--- src/tcic_pkg.sv ---
// package: register map, field positions and encodings of the timer channel
package tcic_pkg;
    localparam logic [11:0] ADDR_RESET_CTRL  = 12'h000;
    localparam logic [11:0] ADDR_CLOCK_EN    = 12'h004;
    localparam logic [11:0] ADDR_PRESCALER   = 12'h008;
    localparam logic [11:0] ADDR_MODE        = 12'h00C;
    localparam logic [11:0] ADDR_COMPARE     = 12'h010;
    localparam logic [11:0] ADDR_OUT_MS      = 12'h014;
    localparam logic [11:0] ADDR_OUT_POL     = 12'h018;
    localparam logic [11:0] ADDR_OUT_VALUE   = 12'h01C;
    localparam logic [11:0] ADDR_OUT_ENABLE  = 12'h020;
    localparam logic [11:0] ADDR_START       = 12'h024;
    localparam logic [11:0] ADDR_CAPTURE     = 12'h028;
    localparam logic [11:0] ADDR_STATUS      = 12'h02C;

    localparam int UNIT_BIT    = 0;
    localparam int CHAN_BIT    = 1;
    localparam int CKS_HI      = 15;
    localparam int CKS_LO      = 14;
    localparam int CCS_BIT     = 12;
    localparam int SPLIT_BIT   = 11;
    localparam int STS_HI      = 10;
    localparam int STS_LO      = 8;
    localparam int CIS_HI      = 7;
    localparam int CIS_LO      = 6;
    localparam int MD_HI       = 3;
    localparam int MD_LO       = 1;
    localparam int MD0_BIT     = 0;
    localparam int PRS0_HI     = 3;
    localparam int PRS1_LO     = 4;
    localparam int PRS2_LO     = 8;
    localparam int PRS3_LO     = 12;

    localparam logic [7:0]  RESET_CTRL_RST = 8'h01;
    localparam logic [7:0]  CLOCK_EN_RST   = 8'h00;
    localparam logic [15:0] ZERO16         = 16'h0000;
    localparam logic [15:0] CNT_ONE        = 16'h0001;
    localparam logic [7:0]  CNT8_ALL       = 8'hFF;
    localparam logic [14:0] PRE_ONE        = 15'h001;

    typedef enum logic [1:0] {
        CKS_CK0 = 2'b00,
        CKS_CK2 = 2'b01,
        CKS_CK1 = 2'b10,
        CKS_CK3 = 2'b11
    } tcic_cks_t;

    typedef enum logic [2:0] {
        TRG_SOFT    = 3'b000,
        TRG_EDGE    = 3'b001,
        TRG_BOTH    = 3'b010,
        TRG_MASTER  = 3'b100,
        TRG_MST_SLV = 3'b110
    } tcic_trig_t;

    typedef enum logic [1:0] {
        EDG_FALL  = 2'b00,
        EDG_RISE  = 2'b01,
        EDG_LOWW  = 2'b10,
        EDG_HIGHW = 2'b11
    } tcic_edge_t;

    typedef enum logic [2:0] {
        MD_INTERVAL = 3'b000,
        MD_CAPTURE  = 3'b010,
        MD_EVENT    = 3'b011,
        MD_ONECOUNT = 3'b100,
        MD_CAP_ONE  = 3'b110
    } tcic_mode_t;

    typedef enum logic [1:0] {
        ST_IDLE  = 2'b00,
        ST_COUNT = 2'b01
    } tcic_state_t;
endpackage

--- src/tcic_tick_if.sv ---
// interface: prescaler ticks passed from the prescaler to the channel
`timescale 1ns/1ns
interface tcic_tick_if;
    logic [3:0] tick;
    modport source (output tick);
    modport sink   (input  tick);
endinterface

--- src/tcic_prescaler.sv ---
// module: shared prescaler producing four divided tick strobes
`timescale 1ns/1ns
module tcic_prescaler
    import tcic_pkg::*;
(
    input  wire logic        clk_in,      // system clock
    input  wire logic        run_in,      // unit clocked and out of reset
    input  wire logic [15:0] prs_in,      // four 4-bit divide selectors
    tcic_tick_if.source      ticks        // one-cycle tick per divided period
);
    logic [14:0] div_q;

    function automatic logic tick_of(input logic [14:0] div, input logic [3:0] n);
        logic [15:0] mask;
        mask = (16'h0001 << n) - 16'h0001;
        tick_of = (({1'b0, div} & mask) == 16'h0000);
    endfunction

    always_ff @(posedge clk_in)
    begin
        if (!run_in)
            div_q <= '0;
        else
            div_q <= div_q + PRE_ONE;
    end

    // clock zero is fclk / 2^n, n from 0 to 15
    always_comb
    begin
        ticks.tick[0] = run_in && tick_of(div_q, prs_in[PRS0_HI:0]);
        ticks.tick[1] = run_in && tick_of(div_q, prs_in[PRS1_LO+3:PRS1_LO]);
        ticks.tick[2] = run_in && tick_of(div_q, prs_in[PRS2_LO+3:PRS2_LO]);
        ticks.tick[3] = run_in && tick_of(div_q, prs_in[PRS3_LO+3:PRS3_LO]);
    end
endmodule

--- src/tcic_edge.sv ---
// module: input pin edge detector with start and capture edge selection
`timescale 1ns/1ns
module tcic_edge
    import tcic_pkg::*;
(
    input  wire logic       clk_in,     // system clock
    input  wire logic       ena_in,     // clock enable
    input  wire logic       rst_in,     // active-high synchronous clear
    input  wire logic       pin_in,     // channel input pin
    input  wire logic [1:0] cis_in,     // edge select field
    output logic            start_out,  // start-type valid edge
    output logic            cap_out,    // capture-type valid edge
    output logic            any_out     // either edge
);
    logic pin_q;
    logic rise;
    logic fall;

    always_ff @(posedge clk_in)
    begin
        if (rst_in)
            pin_q <= 1'b0;
        else if (ena_in)
            pin_q <= pin_in;
    end

    assign rise    = ena_in && pin_in && !pin_q;
    assign fall    = ena_in && !pin_in && pin_q;
    assign any_out = rise || fall;

    always_comb
    begin
        unique case (tcic_edge_t'(cis_in))
            EDG_FALL:
            begin
                start_out = fall;
                cap_out   = fall;
            end
            EDG_RISE:
            begin
                start_out = rise;
                cap_out   = rise;
            end
            EDG_LOWW:
            begin
                start_out = fall;
                cap_out   = rise;
            end
            EDG_HIGHW:
            begin
                start_out = rise;
                cap_out   = fall;
            end
        endcase
    end
endmodule

--- src/tcic_top.sv ---
// module: one timer channel with prescaler, mode logic, output and APB registers
`timescale 1ns/1ns

module tcic_top
    import tcic_pkg::*;
(
    input  wire logic        CLK_IN,      // 10 MHz system clock
    input  wire logic        RSTN_IN,     // synchronous reset, active low
    input  wire logic        CE_IN,       // clock enable, freezes state when low except the prescaler divider, which clears
    input  wire logic        PSEL_IN,     // apb select
    input  wire logic        PENABLE_IN,  // apb enable
    input  wire logic        PWRITE_IN,   // apb direction
    input  wire logic [11:0] PADDR_IN,    // apb byte address
    input  wire logic [31:0] PWDATA_IN,   // apb write data
    output logic      [31:0] PRDATA_OUT,  // apb read data
    output logic             PREADY_OUT,  // apb ready
    output logic             PSLVERR_OUT, // apb error on unmapped address
    input  wire logic        TIN_IN,      // channel input pin
    input  wire logic        MASTER_INT_IN, // master channel interrupt pulse
    output logic             TOUT_OUT,    // channel output pin
    output logic             INT_OUT      // channel timer interrupt pulse
);
    logic [7:0]  reset_ctrl_q;
    logic [7:0]  clock_en_q;
    logic [15:0] prescaler_q;
    logic [15:0] mode_q;
    logic [15:0] compare_q;
    logic        out_ms_q;
    logic        out_pol_q;
    logic        out_val_q;
    logic        out_en_q;
    logic [15:0] capture_q;
    logic [15:0] counter_q;
    logic [15:0] counter_d;
    logic        run_q;
    tcic_state_t state_q;
    logic        sw_start;
    logic        wr_acc;
    logic        rd_acc;
    logic        unit_rst;
    logic        unit_run;
    logic        op_tick;
    logic        cnt_tick;
    logic        edge_start;
    logic        edge_cap;
    logic        edge_any;
    logic        hw_start;
    logic        hw_cap;
    logic        start_evt;
    logic        underflow;
    logic        start_irq;
    logic        restart_ok;
    logic        fire;
    logic        toggle;
    logic        mapped;
    tcic_mode_t  mode;
    tcic_trig_t  trig;
    logic        md0;

    tcic_tick_if ticks ();

    assign unit_rst = !RSTN_IN || reset_ctrl_q[UNIT_BIT];
    assign unit_run = !unit_rst && clock_en_q[UNIT_BIT] && CE_IN;
    assign mode     = tcic_mode_t'(mode_q[MD_HI:MD_LO]);
    assign trig     = tcic_trig_t'(mode_q[STS_HI:STS_LO]);
    assign md0      = mode_q[MD0_BIT];

    tcic_prescaler u_pre (
        .clk_in (CLK_IN),
        .run_in (unit_run),
        .prs_in (prescaler_q),
        .ticks  (ticks.source)
    );

    tcic_edge u_edge (
        .clk_in    (CLK_IN),
        .ena_in    (unit_run),
        .rst_in    (unit_rst),
        .pin_in    (TIN_IN),
        .cis_in    (mode_q[CIS_HI:CIS_LO]),
        .start_out (edge_start),
        .cap_out   (edge_cap),
        .any_out   (edge_any)
    );

    function automatic logic is_capture(input tcic_mode_t m);
        is_capture = (m == MD_CAPTURE) || (m == MD_CAP_ONE);
    endfunction

    // operation clock selection
    always_comb
    begin
        unique case (tcic_cks_t'(mode_q[CKS_HI:CKS_LO]))
            CKS_CK0: op_tick = ticks.tick[0];
            CKS_CK2: op_tick = ticks.tick[2];
            CKS_CK1: op_tick = ticks.tick[1];
            CKS_CK3: op_tick = ticks.tick[3];
        endcase
    end

    // count clock source, event mode always counts pin edges
    assign cnt_tick = (mode_q[CCS_BIT] || mode == MD_EVENT) ? edge_start
                                                              : op_tick;

    // trigger sources
    always_comb
    begin
        hw_start = 1'b0;
        hw_cap   = 1'b0;
        unique case (trig)
            TRG_SOFT:
            begin
                hw_start = 1'b0;
                hw_cap   = 1'b0;
            end
            TRG_EDGE:
            begin
                hw_start = edge_start;
                hw_cap   = edge_cap;
            end
            TRG_BOTH:
            begin
                hw_start = edge_any;
                hw_cap   = edge_any;
            end
            TRG_MASTER:
            begin
                hw_start = MASTER_INT_IN;
                hw_cap   = MASTER_INT_IN;
            end
            TRG_MST_SLV:
            begin
                hw_start = MASTER_INT_IN;
                hw_cap   = edge_cap;
            end
            default:
            begin
                hw_start = 1'b0;
                hw_cap   = 1'b0;
            end
        endcase
    end

    // one-count mode honours restart only when low mode bit is set, capture one-count never does
    assign restart_ok = (mode == MD_ONECOUNT) ? md0
                      : (mode == MD_CAP_ONE)  ? 1'b0
                      : 1'b1;
    assign start_evt  = unit_run && (sw_start || (hw_start && run_q))
                        && (state_q == ST_IDLE || restart_ok);
    // start interrupt: interval/capture with low bit set, or one-count restart
    assign start_irq  = start_evt && (((mode == MD_INTERVAL || is_capture(mode))
                        && md0 && mode != MD_CAP_ONE)
                        || (mode == MD_ONECOUNT && state_q == ST_COUNT && md0));

    // 16-bit or lower-byte underflow per split bit
    assign underflow = (state_q == ST_COUNT) && cnt_tick && !is_capture(mode)
                       && (mode_q[SPLIT_BIT] ? (counter_q[7:0] == ZERO16[7:0])
                                             : (counter_q == ZERO16));
    assign fire   = start_irq || underflow
                    || (unit_run && state_q == ST_COUNT && is_capture(mode) && hw_cap);
    assign toggle = (start_irq && mode != MD_ONECOUNT) || underflow;

    // counter next value
    always_comb
    begin
        counter_d = counter_q;
        if (start_evt)
            counter_d = is_capture(mode) ? ZERO16 : compare_q;
        else if (state_q == ST_COUNT && is_capture(mode) && hw_cap)
            counter_d = ZERO16;
        else if (underflow)
            counter_d = compare_q;
        else if (state_q == ST_COUNT && cnt_tick && is_capture(mode))
            counter_d = counter_q + CNT_ONE;
        else if (state_q == ST_COUNT && cnt_tick && mode_q[SPLIT_BIT])
            counter_d = {counter_q[15:8], counter_q[7:0] - CNT_ONE[7:0]};
        else if (state_q == ST_COUNT && cnt_tick)
            counter_d = counter_q - CNT_ONE;
    end

    always_ff @(posedge CLK_IN)
    begin
        if (unit_rst)
            counter_q <= ZERO16;
        else if (unit_run)
            counter_q <= counter_d;
    end

    // channel run state; a start wins over the stale run flag, one-count stops at underflow
    always_ff @(posedge CLK_IN)
    begin
        if (unit_rst)
            state_q <= ST_IDLE;
        else if (unit_run)
        begin
            if (start_evt)
                state_q <= ST_COUNT;
            else if (!run_q)
                state_q <= ST_IDLE;
            else if (underflow && mode == MD_ONECOUNT)
                state_q <= ST_IDLE;
        end
    end

    // capture register
    always_ff @(posedge CLK_IN)
    begin
        if (unit_rst)
            capture_q <= ZERO16;
        else if (unit_run && state_q == ST_COUNT && is_capture(mode) && hw_cap)
            capture_q <= counter_q;
    end

    always_ff @(posedge CLK_IN)
    begin
        if (unit_rst)
            INT_OUT <= 1'b0;
        else if (CE_IN)
            INT_OUT <= fire;
    end

    // output latch: timer toggles when enabled (takes the idle flag when out_ms_q is set), software writes otherwise
    always_ff @(posedge CLK_IN)
    begin
        if (unit_rst)
            out_val_q <= 1'b0;
        else if (out_en_q && unit_run && toggle)
            out_val_q <= out_ms_q ? (state_q == ST_IDLE) : !out_val_q;
        else if (!out_en_q && wr_acc && PADDR_IN == ADDR_OUT_VALUE)
            out_val_q <= PWDATA_IN[CHAN_BIT];
    end

    always_ff @(posedge CLK_IN)
    begin
        if (!RSTN_IN)
            TOUT_OUT <= 1'b0;
        else if (CE_IN)
            TOUT_OUT <= out_val_q ^ out_pol_q;
    end

    // apb slave, zero wait states
    assign wr_acc = CE_IN && PSEL_IN && PENABLE_IN && PWRITE_IN;
    assign rd_acc = PSEL_IN && !PENABLE_IN && !PWRITE_IN;
    assign sw_start = wr_acc && PADDR_IN == ADDR_START && PWDATA_IN[CHAN_BIT];

    always_comb
    begin
        unique case (PADDR_IN)
            ADDR_RESET_CTRL, ADDR_CLOCK_EN, ADDR_PRESCALER, ADDR_MODE,
            ADDR_COMPARE, ADDR_OUT_MS, ADDR_OUT_POL, ADDR_OUT_VALUE,
            ADDR_OUT_ENABLE, ADDR_START, ADDR_CAPTURE, ADDR_STATUS:
                mapped = 1'b1;
            default:
                mapped = 1'b0;
        endcase
    end

    // peripheral control registers survive unit reset
    always_ff @(posedge CLK_IN)
    begin
        if (!RSTN_IN)
        begin
            reset_ctrl_q <= RESET_CTRL_RST;
            clock_en_q   <= CLOCK_EN_RST;
        end
        else if (wr_acc && PADDR_IN == ADDR_RESET_CTRL)
            reset_ctrl_q <= PWDATA_IN[7:0];
        else if (wr_acc && PADDR_IN == ADDR_CLOCK_EN)
            clock_en_q <= PWDATA_IN[7:0];
    end

    always_ff @(posedge CLK_IN)
    begin
        if (unit_rst)
        begin
            prescaler_q <= ZERO16;
            mode_q      <= ZERO16;
            compare_q   <= ZERO16;
            out_ms_q    <= 1'b0;
            out_pol_q   <= 1'b0;
            out_en_q    <= 1'b0;
            run_q       <= 1'b0;
        end
        else if (wr_acc)
        begin
            unique case (PADDR_IN)
                ADDR_PRESCALER:  prescaler_q <= PWDATA_IN[15:0];
                ADDR_MODE:       mode_q      <= PWDATA_IN[15:0];
                ADDR_COMPARE:    compare_q   <= PWDATA_IN[15:0];
                ADDR_OUT_MS:     out_ms_q    <= PWDATA_IN[CHAN_BIT];
                ADDR_OUT_POL:    out_pol_q   <= PWDATA_IN[CHAN_BIT];
                ADDR_OUT_ENABLE: out_en_q    <= PWDATA_IN[CHAN_BIT];
                ADDR_START:      run_q       <= run_q | PWDATA_IN[CHAN_BIT];
                ADDR_STATUS:     run_q       <= run_q & ~PWDATA_IN[CHAN_BIT];
                default:         run_q       <= run_q;
            endcase
        end
    end

    always_ff @(posedge CLK_IN)
    begin
        if (!RSTN_IN)
        begin
            PRDATA_OUT  <= '0;
            PREADY_OUT  <= 1'b0;
            PSLVERR_OUT <= 1'b0;
        end
        else if (CE_IN)
        begin
            PREADY_OUT  <= PSEL_IN && !PENABLE_IN;
            PSLVERR_OUT <= PSEL_IN && !PENABLE_IN && !mapped;
            if (rd_acc)
            begin
                unique case (PADDR_IN)
                    ADDR_RESET_CTRL: PRDATA_OUT <= {24'h000000, reset_ctrl_q};
                    ADDR_CLOCK_EN:   PRDATA_OUT <= {24'h000000, clock_en_q};
                    ADDR_PRESCALER:  PRDATA_OUT <= {16'h0000, prescaler_q};
                    ADDR_MODE:       PRDATA_OUT <= {16'h0000, mode_q};
                    ADDR_COMPARE:    PRDATA_OUT <= {16'h0000, compare_q};
                    ADDR_OUT_MS:     PRDATA_OUT <= {30'h0000000, out_ms_q, 1'b0};
                    ADDR_OUT_POL:    PRDATA_OUT <= {30'h0000000, out_pol_q, 1'b0};
                    ADDR_OUT_VALUE:  PRDATA_OUT <= {30'h0000000, out_val_q, 1'b0};
                    ADDR_OUT_ENABLE: PRDATA_OUT <= {30'h0000000, out_en_q, 1'b0};
                    ADDR_CAPTURE:    PRDATA_OUT <= {16'h0000, capture_q};
                    ADDR_STATUS:     PRDATA_OUT <= {counter_q, 14'h000,
                                                    state_q == ST_COUNT, run_q};
                    default:         PRDATA_OUT <= '0;
                endcase
            end
        end
    end
endmodule

--- config.mk ---
export PLATFORM = sky130hd
export DESIGN_NAME = tcic_top
export DESIGN_NICKNAME = d
export VERILOG_FILES = /design/src/tcic_pkg.sv /design/src/tcic_tick_if.sv /design/src/tcic_prescaler.sv /design/src/tcic_edge.sv /design/src/tcic_top.sv
export SDC_FILE = /design/constraint.sdc
export NUM_CORES = 1
export LEC_CHECK = 0
export BUFFER_PORTS_ARGS = -buffer_cell sky130_fd_sc_hd__buf_4
export CORE_MARGIN = 3
export CORE_UTILIZATION = 45
export CTS_BUF_LIST = sky130_fd_sc_hd__clkbuf_8
export DETAILED_ROUTE_END_ITERATION = 16
export HOLD_SLACK_MARGIN = 0.06
export PLACE_DENSITY_LB_ADDON = 0.05
export RECOVER_POWER = 25
export SLEW_MARGIN = 0
export SYNTH_ARGS = -nofsm -noshare
export SYNTH_HDL_FRONTEND = slang
export SYNTH_SLANG_ARGS = --single-unit
--- constraint.sdc ---
create_clock -name CLK_IN -period 3.6 [get_ports CLK_IN]
set_clock_uncertainty 0.1 [all_clocks]
set_input_delay 0.36 -clock CLK_IN [delete_from_list [all_inputs] [get_ports CLK_IN]]
set_output_delay 0.36 -clock CLK_IN [all_outputs]
set_load 0.05 [all_outputs]
Word-level counts from Yosys, hierarchy flattened
Index checks and enable logic that the tools add are counted.

word-level totals
  bits in registers = 155
  input port bits = 52
  output and inout bits = 36
  logic and storage cells = 196

operators by class
  add/subtract/negate cells = 8
  equal/unequal tests = 30
  shift operators = 4
  muxes and demuxes = 25
  bitwise operators = 9
  reductions and logical operators = 99

operator list
  operator                 count
  $pmux W32 S11            1
  $mux W16                 7
  $logic_not A16 Y1        5
  $sub A16 B1 Y16 const B  5
  $and A15 B16 Y16         4
  $shl A1 B4 Y16 const A   4
  $eq A12 B5 Y1 const B    4
  $eq A12 B6 Y1 const B    4
  $logic_and A1 B1 Y1      44
  $eq A12 B4 Y1 const B    2
  $reduce_and A2 Y1        11
  $add A16 B1 Y16 const B  1
  $add A15 B1 Y15 const B  1
  $eq A12 B3 Y1 const B    1
  $eq A3 B3 Y1 const B     4
  $logic_not A12 Y1        1
  $reduce_or A12 Y1        1
  $reduce_or A2 Y1         6
  $logic_or A1 B1 Y1       11
  $logic_not A1 Y1         10
  $eq A3 B2 Y1 const B     3
  $eq A2 B2 Y1 const B     4
  $logic_not A8 Y1         1
  $mux W1                  8
  other kinds (20)         32

Depth between registers and ports, before layout
  depth in word-level cells = 18
  mapped depth = 18
  gate-level depth less buffers = 12

Cells and area by module
Synthesis repeated with hierarchy kept, for this count alone.

second synthesis, totals
  cell total of the unflattened synthesis = 1,094
  area total of the unflattened synthesis = 8,752.1 µm²

modules (own cells, without submodules)
  module          times used  cells each  area each (µm²)  seq. area each (µm²)
  tcic_top        1           820         6,769.0          2,762.6
  tcic_prescaler  1           260         1,849.3          300.3
  tcic_edge       1           14          133.9            20.0

Least setup slack after synthesis
OpenSTA, ideal clock, no wires.

  path kind = reg2reg
  start point = register prescaler_q[4]
  end point = register counter_q[2]
  setup time = 0.115 ns
  arrival time = 3.373 ns
  data required time = 3.385 ns
  slack = 0.012 ns
  stages on the path, launching flop included = 14
  path buffers = 3
  period minus slack after synthesis = 3.588 ns
  cells stage by stage = dfxtp_1 > clkbuf_1 > or4b_2 > ha_1 > clkbuf_1 > or4b_1 > nand4b_1 > a211oi_1 > nand4b_1 > nand3_1 > o221ai_1 > buf_2 > a21oi_1 > o21a_1

between the ends
  word-level cells in the longest chain between the ends = 14
  elaborated cells on any way between the ends = 19
  classes of those cells = 1 x add/sub; 1 x shift; 7 x mux; 1 x bitwise; 9 x reduce/logical

ends and longest elaborated chain
  what                    line                  source
  start, declared         tcic_top.sv:25        logic [15:0] prescaler_q;
  start signal, assigned  tcic_top.sv:287       ADDR_PRESCALER: prescaler_q <= PWDATA_IN[15:0];
  $shl A1 B4 Y16 *        tcic_prescaler.sv:15  mask = (16'h0001 << n) - 16'h0001;
  $sub A16 B1 Y16 *       tcic_prescaler.sv:15
  $and A15 B16 Y16 *      tcic_prescaler.sv:16  tick_of = (({1'b0, div} & mask) == 16'h0000);
  $logic_not A16 Y1 *     tcic_prescaler.sv:16
  $logic_and A1 B1 Y1 *   tcic_prescaler.sv:31  ticks.tick[1] = run_in && tick_of(div_q, prs_in[PRS1_LO+3:PRS1_LO]);
  $pmux W1 S4 *           tcic_top.sv:93        unique case (tcic_cks_t'(mode_q[CKS_HI:CKS_LO]))
  $mux W1 *               tcic_top.sv:102       assign cnt_tick = (mode_q[CCS_BIT] || mode == MD_EVENT) ? edge_start
  $logic_and A1 B1 Y1 *   n/a
  $logic_and A1 B1 Y1     tcic_top.sv:175       else if (state_q == ST_COUNT && cnt_tick && mode_q[SPLIT_BIT])
  $mux W16                tcic_top.sv:175
  $mux W16                tcic_top.sv:173       else if (state_q == ST_COUNT && cnt_tick && is_capture(mode))
  $mux W16                tcic_top.sv:171       else if (underflow)
  $mux W16                tcic_top.sv:169       else if (state_q == ST_COUNT && is_capture(mode) && hw_cap)
  $mux W16                tcic_top.sv:167       if (start_evt)
  end signal, assigned    tcic_top.sv:186       counter_q <= counter_d;
  end, declared           tcic_top.sv:33        logic [15:0] counter_q;

Mark *: on every way between the ends. The rest lies on a longest branch, timed or not. The select of a mux whose other input is x is not followed.
A chain may end at the register's enable or synchronous reset.

Final worst setup path
  start point = register prescaler_q[12]
  end point = register counter_q[3]

between the ends
  word-level cells in the longest chain between the ends = 14
  elaborated cells on any way between the ends = 19
  classes of those cells = 1 x add/sub; 1 x shift; 7 x mux; 1 x bitwise; 9 x reduce/logical

ends and longest elaborated chain
  what                   line                  source
  $shl A1 B4 Y16 *       tcic_prescaler.sv:15
  $sub A16 B1 Y16 *      tcic_prescaler.sv:15
  $and A15 B16 Y16 *     tcic_prescaler.sv:16
  $logic_not A16 Y1 *    tcic_prescaler.sv:16
  $logic_and A1 B1 Y1 *  tcic_prescaler.sv:33  ticks.tick[3] = run_in && tick_of(div_q, prs_in[PRS3_LO+3:PRS3_LO]);
  $pmux W1 S4 *          tcic_top.sv:93
  $mux W1 *              tcic_top.sv:102
  $logic_and A1 B1 Y1 *  n/a
  $logic_and A1 B1 Y1    tcic_top.sv:175
  $mux W16               tcic_top.sv:175
  $mux W16               tcic_top.sv:173
  $mux W16               tcic_top.sv:171
  $mux W16               tcic_top.sv:169
  $mux W16               tcic_top.sv:167

Marked as above.

==> results.json <==
{
  "cts.clk_slew.worst_paths_ps": 90,
  "hold_ws_ps": 90.14,
  "die_area_um2": 21350,
  "synth_ff_type": "dfxtp_1",
  "max_stage_delay_ps": 560,
  "numPortBuffers": 71,
  "cp_cell_sequence": "or4_1, ha_1, buf_4, or3_1, a211oi_1, o21ai_0, nand4_1, nand3_2, buf_4, a31oi_1, buf_6, nand2b_1, o21bai_1, o2bb2ai_1",
  "intPower_mw": 2.394,
  "grt_start_max_net_pins": 72,
  "worst_slew_pin_slew_ps": 1860,
  "synth_area_um2": 8836,
  "dr.pass1.iters": 5,
  "ant_nets": 0,
  "synthesis.nets": 1168,
  "synthDistinctLibCells": 86,
  "wl_per_cell_um": 18.96,
  "fin_crit_sh_pct": 94.33,
  "ys_ff_latch": 154,
  "place_congestion": 0.8577,
  "powerDensity_nw_per_um2": 312.7,
  "hold_class": "primary input to flop",
  "cts.sinks": 154,
  "dpl.hpwl_um": 19660,
  "async_flop_share_pct": 0,
  "p_clk_share_pct": 42.2,
  "ys.warnings.count": 0,
  "grt_pass1_vias": 7901,
  "place_inst": 1399,
  "tritoncts": "built",
  "ir_drop_mv": 0.2239,
  "worstSetupPathType": "flop to flop",
  "nets": 1226,
  "final_layout_size_suffix_gt1_share_pct": 13.84,
  "critPathBufInv": 3,
  "violations": "capacitance limit, slew limit",
  "cts_root_buf": "clkbuf_8",
  "place_area_um2": 9751,
  "fp-row-count": 50,
  "grt-ovfl-total": 0,
  "fin_ws_ps": 204.0,
  "clock.fmax_ghz": 0.2945,
  "final_util_pct": 53.14,
  "status": "finished with violations",
  "cp.arrival_ps": 3690,
  "required_ps": 3900,
  "final_cell_mix": "dfxtp_1 (153), nand2_1 (149), a21oi_1 (92), buf_4 (92), nor2_1 (61)",
  "path_common_cell": "buf_4",
  "grt_use_total_pct": 25.41,
  "cts_buffers": 17,
  "fin_tns_setup_ps": 0,
  "finalHoldViolCount": 0,
  "rsz0062_at_grt": "true",
  "ios": 88,
  "route.vias.total": 8425,
  "synth_area_per_cell_um2": 7.982,
  "cp_slowest_cell": "or4_1",
  "relSlewSlack_pct": -24.02,
  "leakagePower_nw": 3.336,
  "synth_cells": 1107,
  "start_kind": "flop",
  "drv_cap": 2,
  "drt_wl_total_um": 27270,
  "drc_errors": 0,
  "grt_pass1_wl_um": 44190,
  "period_minus_slack_ps": 3396,
  "die_x_um": 146.1,
  "htree_levels": 4,
  "synth_edf_count": 0,
  "p_switching_uw": 766.7,
  "slew_viol_final": 126,
  "drt_iter0_drc": 702,
  "antenna_cells": 0,
  "cp_top_family": "simple AND/OR/NAND/NOR gates",
  "power.total_mw": 3.161,
  "core-area_um2": 19020,
  "start_util_pct": 46.46,
  "layoutNonFillerInstCount": 1438,
  "combPwrFrac_pct": 3.8,
  "antenna_found_initial": 0,
  "clk_latency_ps": 460,
  "final_common_cell": "dfxtp_1",
  "end_kind": "flop",
  "clk_path_buf_depth": 2,
  "design_area_um2": 10110,
  "critPathMaxFanout": 16,
  "synthToLayoutAreaGrowth_pct": 14.39,
  "seqPwrFrac_pct": 54.1,
  "setup_viol": 0,
  "p_sw_share_pct": 24.26,
  "routed_via_density": 5.859,
  "pre_cts_ws_ps": 72.14,
  "yosysSeqAreaShare_pct": 34.89,
  "die_h_um": 146.1
}
-- cells in the mapped netlist, types with 6 or more instances --
| cell type | instances | area share (%) |
|---|---|---|
| a21o_1 | 8 | 0.68 |
| a21oi_1 | 92 | 5.2 |
| a222oi_1 | 7 | 0.79 |
| a22oi_1 | 47 | 4.0 |
| a31oi_1 | 23 | 1.6 |
| and2_1 | 13 | 0.92 |
| and3_1 | 13 | 0.92 |
| buf_2 | 30 | 1.7 |
| clkbuf_1 | 62 | 2.6 |
| dfxtp_1 | 154 | 35 |
| ha_1 | 9 | 1.3 |
| inv_1 | 24 | 1.0 |
| mux2i_1 | 44 | 5.0 |
| nand2_1 | 149 | 6.3 |
| nand2b_1 | 13 | 0.92 |
| nand3_1 | 24 | 1.4 |
| nand4_1 | 14 | 0.99 |
| nor2_1 | 61 | 2.6 |
| nor2b_1 | 49 | 3.5 |
| nor3_1 | 17 | 0.96 |
| nor3b_1 | 6 | 0.51 |
| nor4_1 | 6 | 0.42 |
| o211ai_1 | 17 | 1.4 |
| o21ai_0 | 45 | 2.5 |
| o22ai_1 | 10 | 0.71 |
| o2bb2ai_1 | 7 | 0.69 |
| or3_1 | 17 | 1.2 |
| xnor2_1 | 12 | 1.2 |
| xor2_1 | 12 | 1.2 |
-- sequential cells by signal (all words and copies together) (netlist names), 8 cells and up, named ones only --
name / cells
PRDATA_OUT: 32
capture_q: 16
clock_en_q: 8
compare_q: 16
counter_q: 16
mode_q: 16
prescaler_q: 16
reset_ctrl_q: 8
u_pre.div_q: 15
-- area by class of cell --
type | count | area [µm²]
multi-input cells | 826 | 5231
well taps | 260 | 325.3
clock inverters | 14 | 148.9
fillers | 1950 | 8911
inverters | 24 | 90.09
repair buffers | 142 | 979.7
flip-flops and latches | 154 | 3084
clock buffers | 18 | 247.7
-- worst paths after layout --
path / depth (start not counted) / start / slack, ps / endpoint
worst max-delay path: 14 / prescaler_q[12] / 200 / counter_q[3]
worst min-delay path: 3 / PWDATA_IN[15] / 90 / mode_q[15]
worst max register to register: 14 / prescaler_q[12] / 200 / counter_q[3]
worst min register to register: 2 / mode_q[5] / 360 / mode_q[5]
-- metal layers --
metal	part of all wire [%]	vias to the layer above	routed length (µm)	global-route usage, %
met1	47	3984	12750	35.86
met4	2.7	0	738	8.608
li1	-	4130	-	-
met5	0	-	0	0
met3	5.4	40	1472	4.128
met2	45	271	12310	39.62
-- timing repair --
item | in CTS | in global routing
hold buffers | 7 | 0
endpoints found under the hold margin | 13 | 0
setup buffers | 0 | 0
endpoints found under the setup margin | 0 | 18
gates resized for setup | 0 | 10
-- power groups by stage --
stage	Sequential (mW)	Combinational, mW	Clock, mW
floorplan	1.76	0.0336	0
global placement	1.75	0.116	0
detailed placement	1.75	0.116	0
CTS	1.71	0.122	1.36
global route	1.71	0.127	1.45
finish	1.71	0.119	1.33
-- cells by family (layout without fill, tap and decap cells) --
kind of cell               count (synthesis)  in the layout  share of synthesized area (%)
muxes                                     48             48                          5.537
and+or+nand+nor                          422            422                          24.81
AOI/OAI and AO/OA                        323            323                          24.84
DFF                                      154            154                          34.89
xor gates and xnor gates                  24             24                          2.379
adders and majority gates                  9              9                          1.274
buffers and inverters                    127            198                          6.273
-- tightest hold or removal path: stages --
cell and delay (ps):
buf_4 130, nand2_1 60, a21oi_1 50
Note: power is estimated with default switching activity, not from simulation.
